[config.mk]
export PLATFORM = sky130hd
export DESIGN_NAME = anr_analog_readout
export DESIGN_NICKNAME = d
export VERILOG_FILES = /design/src/acr_pkg.sv /design/src/acr_stream_if.sv /design/src/acr_analog_readout.sv /design/src/acr_pair_buf.sv
export SDC_FILE = /design/constraint.sdc
export NUM_CORES = 2
export LEC_CHECK = 0
export ABC_CLOCK_PERIOD_IN_PS = 16550
export BUFFER_PORTS_ARGS = -buffer_cell sky130_fd_sc_hd__buf_2
export CAP_MARGIN = 0
export CORE_AREA = 8 8 482 484
export CTS_BUF_LIST = sky130_fd_sc_hd__clkbuf_4 sky130_fd_sc_hd__clkbuf_8
export CTS_CLUSTER_DIAMETER = 150
export CTS_CLUSTER_SIZE = 20
export DETAILED_ROUTE_END_ITERATION = 10
export DIE_AREA = 0 0 490 492
export SYNTH_ARGS = -nofsm -noshare
export SYNTH_HDL_FRONTEND = slang
export SYNTH_SLANG_ARGS = --single-unit
export TNS_END_PERCENT = 20
[constraint.sdc]
create_clock -name pclk -period 16.55 [get_ports pclk]
set_clock_uncertainty 0.15 [all_clocks]
set_input_delay 0.8275 -clock pclk [delete_from_list [all_inputs] [get_ports pclk]]
set_output_delay 0.8275 -clock pclk [all_outputs]
set_load 0.01 [all_outputs]
[src/acr_pkg.sv]
`default_nettype none
package anr_pkg;
	// ----------------------------------------------------------------
	// Register map (byte addresses)
	// ----------------------------------------------------------------
	localparam logic [7:0] OFF_CMD = 8'h00;
	localparam logic [7:0] OFF_CHAN_PARAM = 8'h04;
	localparam logic [7:0] OFF_FILT_PARAM = 8'h08;
	localparam logic [7:0] OFF_STATUS = 8'h0C;
	localparam logic [7:0] OFF_USER_BASE = 8'h40;
	localparam logic [7:0] USER_MASK = 8'hE0;
	localparam logic [7:0] OFF_CHAN_BASE = 8'h80;
	localparam logic [7:0] CHAN_MASK = 8'h80;
	localparam int USER_REGS = 8;
	localparam int CHANNELS = 32;
	// ----------------------------------------------------------------
	// Field layouts
	// ----------------------------------------------------------------
	localparam int CMD_OP_LSB = 0;
	localparam int CMD_DEST_LSB = 4;
	localparam int BCH_LSB = 0;
	localparam int COEF_LSB = 4;
	localparam int XCH_LSB = 0;
	localparam int ST_ACT_BIT = 0;
	localparam int ST_EXT_BIT = 1;
	localparam int ST_SINGLE_BIT = 2;
	localparam int ST_REFUSED_BIT = 3;
	localparam int ST_BUSY_BIT = 4;
	localparam int ST_CHAN_LSB = 8;
	localparam logic [15:0] RST_PARAM = 16'h0000;
	localparam logic [7:0] RST_CMD = 8'h00;
	// ----------------------------------------------------------------
	// Channel codes
	// ----------------------------------------------------------------
	localparam logic [4:0] CH_OFF = 5'h00;
	localparam logic [4:0] CH_VELOCITY = 5'h0D;
	localparam logic [4:0] CH_TORQUE = 5'h0E;
	localparam logic [4:0] CH_POS_ERR = 5'h0F;
	localparam logic [4:0] CH_RSV_A = 5'h1A;
	localparam logic [4:0] CH_RSV_B = 5'h1B;
	localparam logic [4:0] CH_MAX_EXT = 5'h1C;
	// ----------------------------------------------------------------
	// Scaling and filtering
	// ----------------------------------------------------------------
	localparam int BASIC_SHIFT = 5;
	localparam int EXT_SHIFT = 3;
	localparam int COEF_FRAC = 12;
	localparam int FILT_FRAC = 5;
	// One sample per channel per tick; 2^5 ticks gives a lag in the 4 ms range
	localparam int FILT_SHIFT = 5;
	localparam int FILT_TAU_NS = 5000000;
	localparam logic signed [31:0] POS_MAX = 32'sh00007FFF;
	localparam logic signed [31:0] POS_MIN = 32'shFFFF8000;
	// ----------------------------------------------------------------
	// Timing
	// ----------------------------------------------------------------
	localparam int CLK_NS = 100;
	localparam int TICK_NS = 120000;
	localparam int TICK_CYC = (TICK_NS + CLK_NS - 1) / CLK_NS;
	localparam int BUF_W = 17;
	// ----------------------------------------------------------------
	// Enumerations
	// ----------------------------------------------------------------
	typedef enum logic [1:0] {
		OP_NONE = 2'h0,
		OP_BASIC = 2'h1,
		OP_SINGLE = 2'h2,
		OP_EXT = 2'h3
	} anr_op_t;
	typedef enum logic [1:0] {
		ST_IDLE = 2'h0,
		ST_COPY = 2'h1,
		ST_FILT = 2'h3,
		ST_WRITE = 2'h2
	} anr_state_t;
endpackage
`default_nettype wire

[src/acr_stream_if.sv]
`default_nettype none
interface anr_stream_if #(parameter int W = 17);
	logic valid;
	logic ready;
	logic [W-1:0] data;
	modport src (output valid, output data, input ready);
	modport snk (input valid, input data, output ready);
endinterface
`default_nettype wire

[src/acr_analog_readout.sv]
// Local design decisions: the address map and register access over APB.
`default_nettype none
module anr_analog_readout
	import anr_pkg::*;
(
	input wire logic pclk,                  // bus clock
	input wire logic presetn,               // async reset, active low
	input wire logic [7:0] paddr,           // APB address
	input wire logic psel,                  // APB select
	input wire logic penable,               // APB enable
	input wire logic pwrite,                // APB direction
	input wire logic [31:0] pwdata,         // APB write data
	output logic [31:0] prdata,             // APB read data
	output logic pready,                    // APB ready
	output logic pslverr,                   // APB error
	output logic adc_req,                   // conversion request pulse
	output logic [4:0] adc_req_chan,        // channel to convert
	input wire logic adc_valid,             // result valid
	input wire logic [4:0] adc_chan,        // result channel
	input wire logic [11:0] adc_data,       // result value
	output logic adc_ready,                 // result accepted
	input wire logic [15:0] measured_velocity_source, // servo velocity
	input wire logic [15:0] torque_source,  // servo torque
	input wire logic [31:0] pos_err_in      // servo position error
);
	// ----------------------------------------------------------------
	// Declarations
	// ----------------------------------------------------------------
	logic pready_r, pslverr_r;
	logic [31:0] prdata_r, rd_data;
	logic addr_ok, apb_fire, wr_cmd;
	logic [7:0] cmd_r;
	logic [15:0] chan_param_r, filt_param_r;
	logic cfg_act_r, cfg_ext_r, refused_r;
	logic [4:0] cfg_chan_r;
	logic [11:0] cfg_coef_r;
	logic [2:0] cfg_dest_r;
	logic single_pend_r;
	logic [4:0] single_chan_r;
	logic [2:0] single_dest_r;
	logic [10:0] tick_cnt_r;
	logic tick_r;
	logic scan_run_r;
	logic [4:0] scan_cnt_r;
	logic adc_req_r;
	logic [4:0] adc_req_chan_r;
	logic [16:0] filt_mem [0:CHANNELS-1];
	logic signed [15:0] user_mem [0:USER_REGS-1];
	anr_state_t state_r, state_nxt;
	logic sel_single_r, load_cont, load_single;
	logic cur_ext_r;
	logic [4:0] cur_chan_r;
	logic [11:0] cur_coef_r;
	logic [2:0] cur_dest_r;
	logic signed [15:0] src_r, src_val, out_r, lp_val, prev;
	logic [11:0] filt_sel;
	logic signed [16:0] lp_diff;
	logic signed [29:0] lp_prod;
	logic [16:0] f_old, f_new, f_in;
	logic signed [17:0] f_diff;
	logic [1:0] op_w;
	logic [3:0] bch_w;
	logic [4:0] xch_w;

	anr_stream_if #(.W(BUF_W)) adc_s ();
	anr_stream_if #(.W(BUF_W)) eng_s ();

	function automatic logic is_analog(input logic [4:0] c);
		is_analog = !(c == CH_OFF || c == CH_VELOCITY || c == CH_TORQUE || c == CH_POS_ERR ||
			c == CH_RSV_A || c == CH_RSV_B || c > CH_MAX_EXT);
	endfunction

	// ----------------------------------------------------------------
	// APB slave, one wait state
	// ----------------------------------------------------------------
	assign apb_fire = psel && penable && pready_r;
	assign wr_cmd = apb_fire && pwrite && addr_ok && (paddr == OFF_CMD);
	assign prdata = prdata_r;
	assign pready = pready_r;
	assign pslverr = pslverr_r;

	always_comb begin
		rd_data = 32'h0;
		addr_ok = 1'b0;
		if (paddr[1:0] == 2'h0) begin
			if (paddr == OFF_CMD) begin
				addr_ok = 1'b1;
				rd_data = {24'h0, cmd_r};
			end else if (paddr == OFF_CHAN_PARAM) begin
				addr_ok = 1'b1;
				rd_data = {16'h0, chan_param_r};
			end else if (paddr == OFF_FILT_PARAM) begin
				addr_ok = 1'b1;
				rd_data = {16'h0, filt_param_r};
			end else if (paddr == OFF_STATUS) begin
				addr_ok = !pwrite;
				rd_data[ST_ACT_BIT] = cfg_act_r;
				rd_data[ST_EXT_BIT] = cfg_ext_r;
				rd_data[ST_SINGLE_BIT] = single_pend_r;
				rd_data[ST_REFUSED_BIT] = refused_r;
				rd_data[ST_BUSY_BIT] = (state_r != ST_IDLE);
				rd_data[ST_CHAN_LSB +: 5] = cfg_chan_r;
			end else if ((paddr & USER_MASK) == OFF_USER_BASE) begin
				addr_ok = !pwrite;
				rd_data = {16'h0, user_mem[paddr[4:2]]};
			end else if ((paddr & CHAN_MASK) == OFF_CHAN_BASE) begin
				addr_ok = !pwrite;
				rd_data = {20'h0, filt_mem[paddr[6:2]][16:FILT_FRAC]};
			end
		end
	end

	always_ff @(posedge pclk or negedge presetn) begin
		if (!presetn) begin
			pready_r <= 1'b0;
			pslverr_r <= 1'b0;
			prdata_r <= 32'h0;
		end else begin
			pready_r <= psel && penable && !pready_r;
			if (psel && penable && !pready_r) begin
				pslverr_r <= !addr_ok;
				prdata_r <= pwrite ? 32'h0 : rd_data;
			end else begin
				pslverr_r <= 1'b0;
				prdata_r <= 32'h0;
			end
		end
	end

	always_ff @(posedge pclk or negedge presetn) begin
		if (!presetn) begin
			cmd_r <= RST_CMD;
			chan_param_r <= RST_PARAM;
			filt_param_r <= RST_PARAM;
		end else if (apb_fire && pwrite && addr_ok) begin
			if (paddr == OFF_CMD) begin
				cmd_r <= pwdata[7:0];
			end
			if (paddr == OFF_CHAN_PARAM) begin
				chan_param_r <= pwdata[15:0];
			end
			if (paddr == OFF_FILT_PARAM) begin
				filt_param_r <= pwdata[15:0];
			end
		end
	end

	// ----------------------------------------------------------------
	// Command decode
	// ----------------------------------------------------------------
	assign op_w = pwdata[CMD_OP_LSB +: 2];
	assign bch_w = chan_param_r[BCH_LSB +: 4];
	assign xch_w = chan_param_r[XCH_LSB +: 5];

	always_ff @(posedge pclk or negedge presetn) begin
		if (!presetn) begin
			cfg_act_r <= 1'b0;
			cfg_ext_r <= 1'b0;
			cfg_chan_r <= CH_OFF;
			cfg_coef_r <= 12'h000;
			cfg_dest_r <= 3'h0;
			refused_r <= 1'b0;
		end else if (wr_cmd && op_w == OP_BASIC) begin
			cfg_act_r <= (bch_w != 4'h0);
			cfg_ext_r <= 1'b0;
			cfg_chan_r <= {1'b0, bch_w};
			cfg_coef_r <= chan_param_r[COEF_LSB +: 12];
			cfg_dest_r <= pwdata[CMD_DEST_LSB +: 3];
			refused_r <= 1'b0;
		end else if (wr_cmd && op_w == OP_EXT) begin
			// Reserved or out-of-range codes switch the copy off
			cfg_act_r <= (xch_w != CH_OFF) && (xch_w <= CH_MAX_EXT) &&
				(xch_w != CH_RSV_A) && (xch_w != CH_RSV_B);
			cfg_ext_r <= 1'b1;
			cfg_chan_r <= xch_w;
			cfg_coef_r <= filt_param_r[COEF_LSB +: 12];
			cfg_dest_r <= pwdata[CMD_DEST_LSB +: 3];
			refused_r <= (xch_w > CH_MAX_EXT) || (xch_w == CH_RSV_A) || (xch_w == CH_RSV_B);
		end else if (wr_cmd) begin
			refused_r <= 1'b0;
		end
	end

	always_ff @(posedge pclk or negedge presetn) begin
		if (!presetn) begin
			single_pend_r <= 1'b0;
			single_chan_r <= CH_OFF;
			single_dest_r <= 3'h0;
		end else if (wr_cmd && op_w == OP_SINGLE && bch_w != 4'h0) begin
			// A new request wins over the clear of the one just served
			single_pend_r <= 1'b1;
			single_chan_r <= {1'b0, bch_w};
			single_dest_r <= pwdata[CMD_DEST_LSB +: 3];
		end else if (state_r == ST_WRITE && sel_single_r) begin
			single_pend_r <= 1'b0;
		end
	end

	// ----------------------------------------------------------------
	// Servo tick and background scan
	// ----------------------------------------------------------------
	always_ff @(posedge pclk or negedge presetn) begin
		if (!presetn) begin
			tick_cnt_r <= 11'h000;
			tick_r <= 1'b0;
		end else begin
			tick_r <= (tick_cnt_r == 11'(TICK_CYC - 1));
			tick_cnt_r <= (tick_cnt_r == 11'(TICK_CYC - 1)) ? 11'h000 : 11'(tick_cnt_r + 11'h001);
		end
	end

	always_ff @(posedge pclk or negedge presetn) begin
		if (!presetn) begin
			scan_run_r <= 1'b0;
			scan_cnt_r <= 5'h00;
			adc_req_r <= 1'b0;
			adc_req_chan_r <= 5'h00;
		end else begin
			if (tick_r) begin
				scan_run_r <= 1'b1;
				scan_cnt_r <= 5'h01;
			end else if (scan_run_r) begin
				scan_run_r <= (scan_cnt_r != CH_MAX_EXT);
				scan_cnt_r <= 5'(scan_cnt_r + 5'h01);
			end
			adc_req_r <= scan_run_r && is_analog(scan_cnt_r);
			adc_req_chan_r <= scan_cnt_r;
		end
	end
	assign adc_req = adc_req_r;
	assign adc_req_chan = adc_req_chan_r;

	// ----------------------------------------------------------------
	// Result buffer and background filter
	// ----------------------------------------------------------------
	assign adc_s.valid = adc_valid;
	assign adc_s.data = {adc_chan, adc_data};
	assign adc_ready = adc_s.ready;

	anr_pair_buf #(.W(BUF_W)) u_buf (
		.clk(pclk),
		.rst_n(presetn),
		.in_s(adc_s),
		.out_s(eng_s)
	);

	// Filter memory is shared with the copy path, so results wait while a copy runs
	assign eng_s.ready = (state_r == ST_IDLE);
	assign f_old = filt_mem[eng_s.data[16:12]];
	assign f_in = {eng_s.data[11:0], 5'h00};
	assign f_diff = $signed({1'b0, f_in}) - $signed({1'b0, f_old});
	assign f_new = 17'($signed({1'b0, f_old}) + (f_diff >>> FILT_SHIFT));

	always_ff @(posedge pclk or negedge presetn) begin
		if (!presetn) begin
			for (int i = 0; i < CHANNELS; i++) begin
				filt_mem[i] <= 17'h00000;
			end
		end else if (eng_s.valid && eng_s.ready) begin
			filt_mem[eng_s.data[16:12]] <= f_new;
		end
	end

	// ----------------------------------------------------------------
	// Copy engine
	// ----------------------------------------------------------------
	assign load_cont = (state_r == ST_IDLE) && tick_r && cfg_act_r;
	assign load_single = ((state_r == ST_IDLE) && tick_r && !cfg_act_r && single_pend_r) ||
		((state_r == ST_WRITE) && !sel_single_r && single_pend_r);

	always_comb begin
		state_nxt = state_r;
		case (state_r)
			ST_IDLE: begin
				if (load_cont || load_single) begin
					state_nxt = ST_COPY;
				end
			end
			ST_COPY: begin
				state_nxt = ST_FILT;
			end
			ST_FILT: begin
				state_nxt = ST_WRITE;
			end
			ST_WRITE: begin
				state_nxt = load_single ? ST_COPY : ST_IDLE;
			end
			default: begin
				state_nxt = ST_IDLE;
			end
		endcase
	end

	always_ff @(posedge pclk or negedge presetn) begin
		if (!presetn) begin
			state_r <= ST_IDLE;
			sel_single_r <= 1'b0;
			cur_ext_r <= 1'b0;
			cur_chan_r <= CH_OFF;
			cur_coef_r <= 12'h000;
			cur_dest_r <= 3'h0;
		end else begin
			state_r <= state_nxt;
			if (load_cont) begin
				sel_single_r <= 1'b0;
				cur_ext_r <= cfg_ext_r;
				cur_chan_r <= cfg_chan_r;
				cur_coef_r <= cfg_coef_r;
				cur_dest_r <= cfg_dest_r;
			end else if (load_single) begin
				sel_single_r <= 1'b1;
				cur_ext_r <= 1'b0;
				cur_chan_r <= single_chan_r;
				cur_coef_r <= 12'h000;
				cur_dest_r <= single_dest_r;
			end
		end
	end

	assign filt_sel = filt_mem[cur_chan_r][16:FILT_FRAC];
	always_comb begin
		case (cur_chan_r)
			CH_VELOCITY: src_val = measured_velocity_source;
			CH_TORQUE: src_val = torque_source;
			CH_POS_ERR: begin
				if ($signed(pos_err_in) > POS_MAX) begin
					src_val = 16'sh7FFF;
				end else if ($signed(pos_err_in) < POS_MIN) begin
					src_val = 16'sh8000;
				end else begin
					src_val = pos_err_in[15:0];
				end
			end
			default: begin
				if (cur_ext_r) begin
					src_val = {4'h0, filt_sel} << EXT_SHIFT;
				end else begin
					src_val = {6'h00, filt_sel[11:2]} << BASIC_SHIFT;
				end
			end
		endcase
	end

	// Optional extra low-pass against the destination's last value
	assign prev = user_mem[cur_dest_r];
	assign lp_diff = $signed({src_r[15], src_r}) - $signed({prev[15], prev});
	assign lp_prod = lp_diff * $signed({1'b0, cur_coef_r});
	assign lp_val = 16'(prev + 16'(lp_prod >>> COEF_FRAC));

	always_ff @(posedge pclk or negedge presetn) begin
		if (!presetn) begin
			src_r <= 16'sh0000;
			out_r <= 16'sh0000;
		end else begin
			if (state_r == ST_COPY) begin
				src_r <= src_val;
			end
			if (state_r == ST_FILT) begin
				out_r <= (cur_coef_r == 12'h000) ? src_r : lp_val;
			end
		end
	end

	always_ff @(posedge pclk or negedge presetn) begin
		if (!presetn) begin
			for (int i = 0; i < USER_REGS; i++) begin
				user_mem[i] <= 16'sh0000;
			end
		end else if (state_r == ST_WRITE) begin
			user_mem[cur_dest_r] <= out_r;
		end
	end

	// ----------------------------------------------------------------
	// Checks
	// ----------------------------------------------------------------
	logic [11:0] gap_r;
	logic seen_r;
	always_ff @(posedge pclk or negedge presetn) begin
		if (!presetn) begin
			gap_r <= 12'h000;
			seen_r <= 1'b0;
		end else begin
			gap_r <= tick_r ? 12'h000 : 12'(gap_r + 12'h001);
			seen_r <= seen_r || tick_r;
		end
	end
endmodule
`default_nettype wire

[src/acr_pair_buf.sv]
`default_nettype none
module anr_pair_buf #(parameter int W = 17) (
	input wire logic clk,           // clock
	input wire logic rst_n,         // async reset, active low
	anr_stream_if.snk in_s,         // filling side
	anr_stream_if.src out_s         // draining side
);
	logic [W-1:0] mem [0:1];
	logic wr_ptr_r;
	logic rd_ptr_r;
	logic [1:0] cnt_r;
	logic [1:0] cnt_nxt;
	logic ready_r;
	logic push;
	logic pop;

	assign push = in_s.valid && ready_r;
	assign pop = out_s.valid && out_s.ready;
	assign in_s.ready = ready_r;
	assign out_s.valid = (cnt_r != 2'h0);
	assign out_s.data = mem[rd_ptr_r];

	always_comb begin
		cnt_nxt = cnt_r;
		if (push && !pop) begin
			cnt_nxt = 2'(cnt_r + 2'h1);
		end else if (pop && !push) begin
			cnt_nxt = 2'(cnt_r - 2'h1);
		end
	end

	always_ff @(posedge clk or negedge rst_n) begin
		if (!rst_n) begin
			cnt_r <= 2'h0;
			ready_r <= 1'b0;
			wr_ptr_r <= 1'b0;
			rd_ptr_r <= 1'b0;
		end else begin
			cnt_r <= cnt_nxt;
			// Registered ready from the next count: a full buffer refuses the source in the same cycle
			ready_r <= (cnt_nxt != 2'h2);
			if (push) begin
				wr_ptr_r <= ~wr_ptr_r;
			end
			if (pop) begin
				rd_ptr_r <= ~rd_ptr_r;
			end
		end
	end

	always_ff @(posedge clk) begin
		if (push) begin
			mem[wr_ptr_r] <= in_s.data;
		end
	end
endmodule
`default_nettype wire

==> impl_metrics.sql <==
INSERT INTO impl_metrics (metric_group, metric, value, unit) VALUES
('flow_run', 'max_cap_viol_count', '0', ''),
('power', 'power_density', '171', 'mW/mm^2'),
('yosys', 'post_synth_fa_ha_maj_area_fraction', '9.40', '%'),
('power', 'share_of_total_power_consumed_by_net_switching', '52.4', '%'),
('drt', 'post_detailed_route_via_to_cell_ratio', '5.19', ''),
('yosys', 'synth_cell_types', '78', ''),
('critical_path', 'cp_slowest_cell', 'sky130_fd_sc_hd__nor2_1', ''),
('global_routing', 'grt_pass1_wl', '275000', 'um'),
('sta', 'final_critical_path_setup_slack', '4470', 'ps'),
('clock_tree', 'tritoncts.num_buffers', '51', ''),
('place', 'numPlacedInstances', '8011', ''),
('drt', 'dr.first_iter.drc_count', '4177', ''),
('critical_path', 'regToRegStartpoint', 'cur_dest_r[1]', ''),
('status', 'status', 'finished clean', ''),
('yosys', 'yosysWarningCount', '0', ''),
('critical_path', 'timing.critical_path.mode_cell', 'sky130_fd_sc_hd__fa_1', ''),
('yosys', 'synthMuxAreaShare', '21.3', '%'),
('floorplanning', 'vert_die_dim', '492', 'um'),
('global_routing', 'largest_net_degree_at_the_start_of_global_routing', '184', ''),
('place', 'gp_congestion', '0.860', ''),
('final_layout', 'fin_util', '27.2', '%'),
('drt', 'detailedRoute.firstPassIterationCount', '5', ''),
('yosys', 'synth_seq_cells', '880', ''),
('clock_tree', 'clock-root-buffer', 'sky130_fd_sc_hd__clkbuf_8', ''),
('clock_tree', 'cts_max_path_buffers', '3', ''),
('yosys', 'synth.most_common_cell', 'sky130_fd_sc_hd__dfrtp_1', ''),
('clock_tree', 'clock_insertion_delay_at_the_later_pin_of_the_skew_report', '860', 'ps'),
('yosys', 'syn-mean-instance-area', '10.8', 'um^2'),
('sta', 'grt_setup_unrepaired', 'no', ''),
('critical_path', 'worst_setup_path_startpoint', 'cur_dest_r[1]', ''),
('critical_path', 'critPathMaxFanout', '12', ''),
('sta', 'slew_headroom', '10.5', '%'),
('clock_tree', 'cts_htree_levels', '2', ''),
('drt', 'final_antenna_net_count', '0', ''),
('critical_path', 'timing.rr.end', 'out_r[15]', ''),
('final_layout', 'finalNonFillerCells', '8099', ''),
('critical_path', 'cpPeakStageDelay', '800', 'ps'),
('sta', 'slew_violations', '0', ''),
('sta', 'tightest_slew', '1340', 'ps'),
('floorplanning', 'site_row_count', '174', ''),
('yosys', 'ys_dominant_reg_cell', 'sky130_fd_sc_hd__dfrtp_1', ''),
('yosys', 'synth-simple-area-share', '11.9', '%'),
('place', 'numPortBuffers', '135', ''),
('final_layout', 'layout-area-overhead-vs-synth', '9.00', '%'),
('critical_path', 'cp-end-kind', 'flop', ''),
('drt', 'vias', '42000', ''),
('yosys', 'synth_common_cells', 'sky130_fd_sc_hd__dfrtp_1 (846), sky130_fd_sc_hd__nand2_1 (787), sky130_fd_sc_hd__o21ai_0 (615), sky130_fd_sc_hd__mux4_2 (374), sky130_fd_sc_hd__clkbuf_1 (362)', ''),
('yosys', 'synthXorXnorAreaFrac', '1.30', '%'),
('floorplanning', 'core_region_area', '0.224', 'mm^2'),
('critical_path', 'crit_path_start_kind', 'flop', ''),
('power', 'combPwrFrac', '59.5', '%'),
('sta', 'report.final.hold_viol_count', '0', ''),
('yosys', 'synth_top_area_cell', 'sky130_fd_sc_hd__dfrtp_1', ''),
('yosys', 'largest_family_of_logic_cells_by_synthesized_area', 'multiplexers', ''),
('power', 'power.ir.vdd_worst', '0.000439', 'V'),
('place', 'post-dp-hpwl', '120000', 'um'),
('clock_tree', 'clk_transition_reported_paths', '140', 'ps'),
('critical_path', 'r2r.worst_path.cells', '41', ''),
('critical_path', 'required', '17080', 'ps'),
('power', 'register_share_of_total_power', '30.5', '%'),
('clock_tree', 'tritoncts', 'built', ''),
('critical_path', 'critPathCapture', 'out_r[15]', ''),
('sta', 'fin_crit', '12080', 'ps'),
('yosys', 'synth_edf_count', '34', ''),
('yosys', 'yosysSeqAreaShare', '39.7', '%'),
('final_layout', 'net_count_of_the_finished_layout', '5528', ''),
('yosys', 'syn_area', '0.0559', 'mm^2'),
('drt', 'drc', '0', ''),
('final_layout', 'n_fill_cell', '23200', ''),
('global_routing', 'remaining_overflow_grt', '0', ''),
('sta', 'fin_worst_hold_slack', '87.1', 'ps');
## placed cells by master (no fill, tap or decap), types with 24 or more instances in the layout
| cell | instances |
|---|---|
| sky130_fd_sc_hd__and4_1 | 27 |
| sky130_fd_sc_hd__or4b_1 | 32 |
| sky130_fd_sc_hd__nor2b_1 | 32 |
| sky130_fd_sc_hd__nand2_1 | 787 |
| sky130_fd_sc_hd__inv_1 | 302 |
| sky130_fd_sc_hd__buf_4 | 115 |
| sky130_fd_sc_hd__xor2_1 | 24 |
| sky130_fd_sc_hd__mux2i_1 | 65 |
| sky130_fd_sc_hd__nor2_1 | 167 |
| sky130_fd_sc_hd__a22oi_1 | 134 |
| sky130_fd_sc_hd__nand2b_1 | 26 |
| sky130_fd_sc_hd__ha_1 | 128 |
| sky130_fd_sc_hd__xnor2_1 | 47 |
| sky130_fd_sc_hd__nor3b_1 | 34 |
| sky130_fd_sc_hd__edfxtp_1 | 34 |
| sky130_fd_sc_hd__a221oi_1 | 45 |
| sky130_fd_sc_hd__nand3_1 | 91 |
| sky130_fd_sc_hd__a21oi_1 | 94 |
| sky130_fd_sc_hd__dfrtp_1 | 842 |
| sky130_fd_sc_hd__mux4_2 | 374 |
| sky130_fd_sc_hd__and2_1 | 93 |
| sky130_fd_sc_hd__mux2_2 | 249 |
| sky130_fd_sc_hd__buf_2 | 132 |
| sky130_fd_sc_hd__o21ai_0 | 614 |
| sky130_fd_sc_hd__clkbuf_8 | 53 |
| sky130_fd_sc_hd__nor3_1 | 30 |
| sky130_fd_sc_hd__fa_1 | 182 |
## per-stage QoR
step / cell area [um^2] / power, W
detailed placement: 59900 / 0.00932
global route: 61000 / 0.0111
CTS: 61000 / 0.0104
finish: 61000 / 0.0104
floorplan: 56000 / 0.00720
global placement: 59900 / 0.00913
## worst min-delay path by stage
stage                        startpoint              end  slack (ps)  cells past startpoint
after floorplan           scan_cnt_r[1]  adc_req_chan[1]         290                      0
after global placement    filt_mem[480]    filt_mem[480]         300                      2
after detailed placement  filt_mem[410]    filt_mem[410]         310                      2
after CTS                     pwdata[7]         cmd_r[7]          10                      3
after global routing          pwdata[3]         cmd_r[3]          50                      3
final                         pwdata[3]         cmd_r[3]          90                      3
## worst max-delay path: cells and delay by family (launching register included)
kind,cells,cell delay (ps)
AOI/OAI and AO/OA,16,3960
xor gates and xnor gates,1,140
adders and majority gates,8,3180
buffers and inverters,3,540
DFF,1,590
muxes,1,140
and+or+nand+nor,12,3190
## cell type report
| cell class | instances | share of cell area, % |
|---|---|---|
| clock buffers | 58 | 1.26 |
| flip-flops and latches | 880 | 36.4 |
| well taps | 2992 | 6.14 |
| diodes | 6 | 0.0246 |
| multi-input cells | 3581 | 51.2 |
| repair buffers | 272 | 2.99 |
| inverters | 304 | 1.87 |
| clock inverters | 6 | 0.142 |
## state kept, by name, indices dropped and copies added (netlist names), 16 cells and up
signal / count
u_buf.mem: 34
filt_param_r: 16
filt_mem: 544
prdata: 16
src_r: 16
chan_param_r: 16
user_mem: 128
out_r: 16
## repair_timing
item	CTS	global route
setup endpoints to repair	0	0
endpoints found under the hold margin	120	0
hold buffers	18	0
## routing by layer
metal	vias up	global-route usage (%)	part of all wire, %	routed length [um]
li1	18200	-	-	-
met1	21500	19.7	42	76000
met2	1944	22.5	45	81300
met3	329	4.19	10	18400
met4	4	4.71	3.5	6300
met5	-	0	0.012	21
## cells by family (layout without fill, tap and decap cells)
kind of cell | Yosys count | count (layout)
flip-flops | 880 | 880
AND/OR/NAND/NOR | 1422 | 1422
other | 1 | 22
adder cells (fa/ha/maj) | 311 | 311
buffers and inverters | 737 | 640
XOR/XNOR | 83 | 83
multiplexers | 691 | 691
AO/OA/AOI/OAI | 1058 | 1058
## power by group through the flow
stage / Sequential, W / Clock, W / Combinational, W
after CTS: 0.00317 / 0.00109 / 0.00612
final: 0.00318 / 0.00105 / 0.00620
after global routing: 0.00326 / 0.00115 / 0.00671
after global placement: 0.00316 / 0 / 0.00597
after detailed placement: 0.00321 / 0 / 0.00610
after floorplan: 0.00306 / 0 / 0.00414
(Power assumes the default switching activity.)
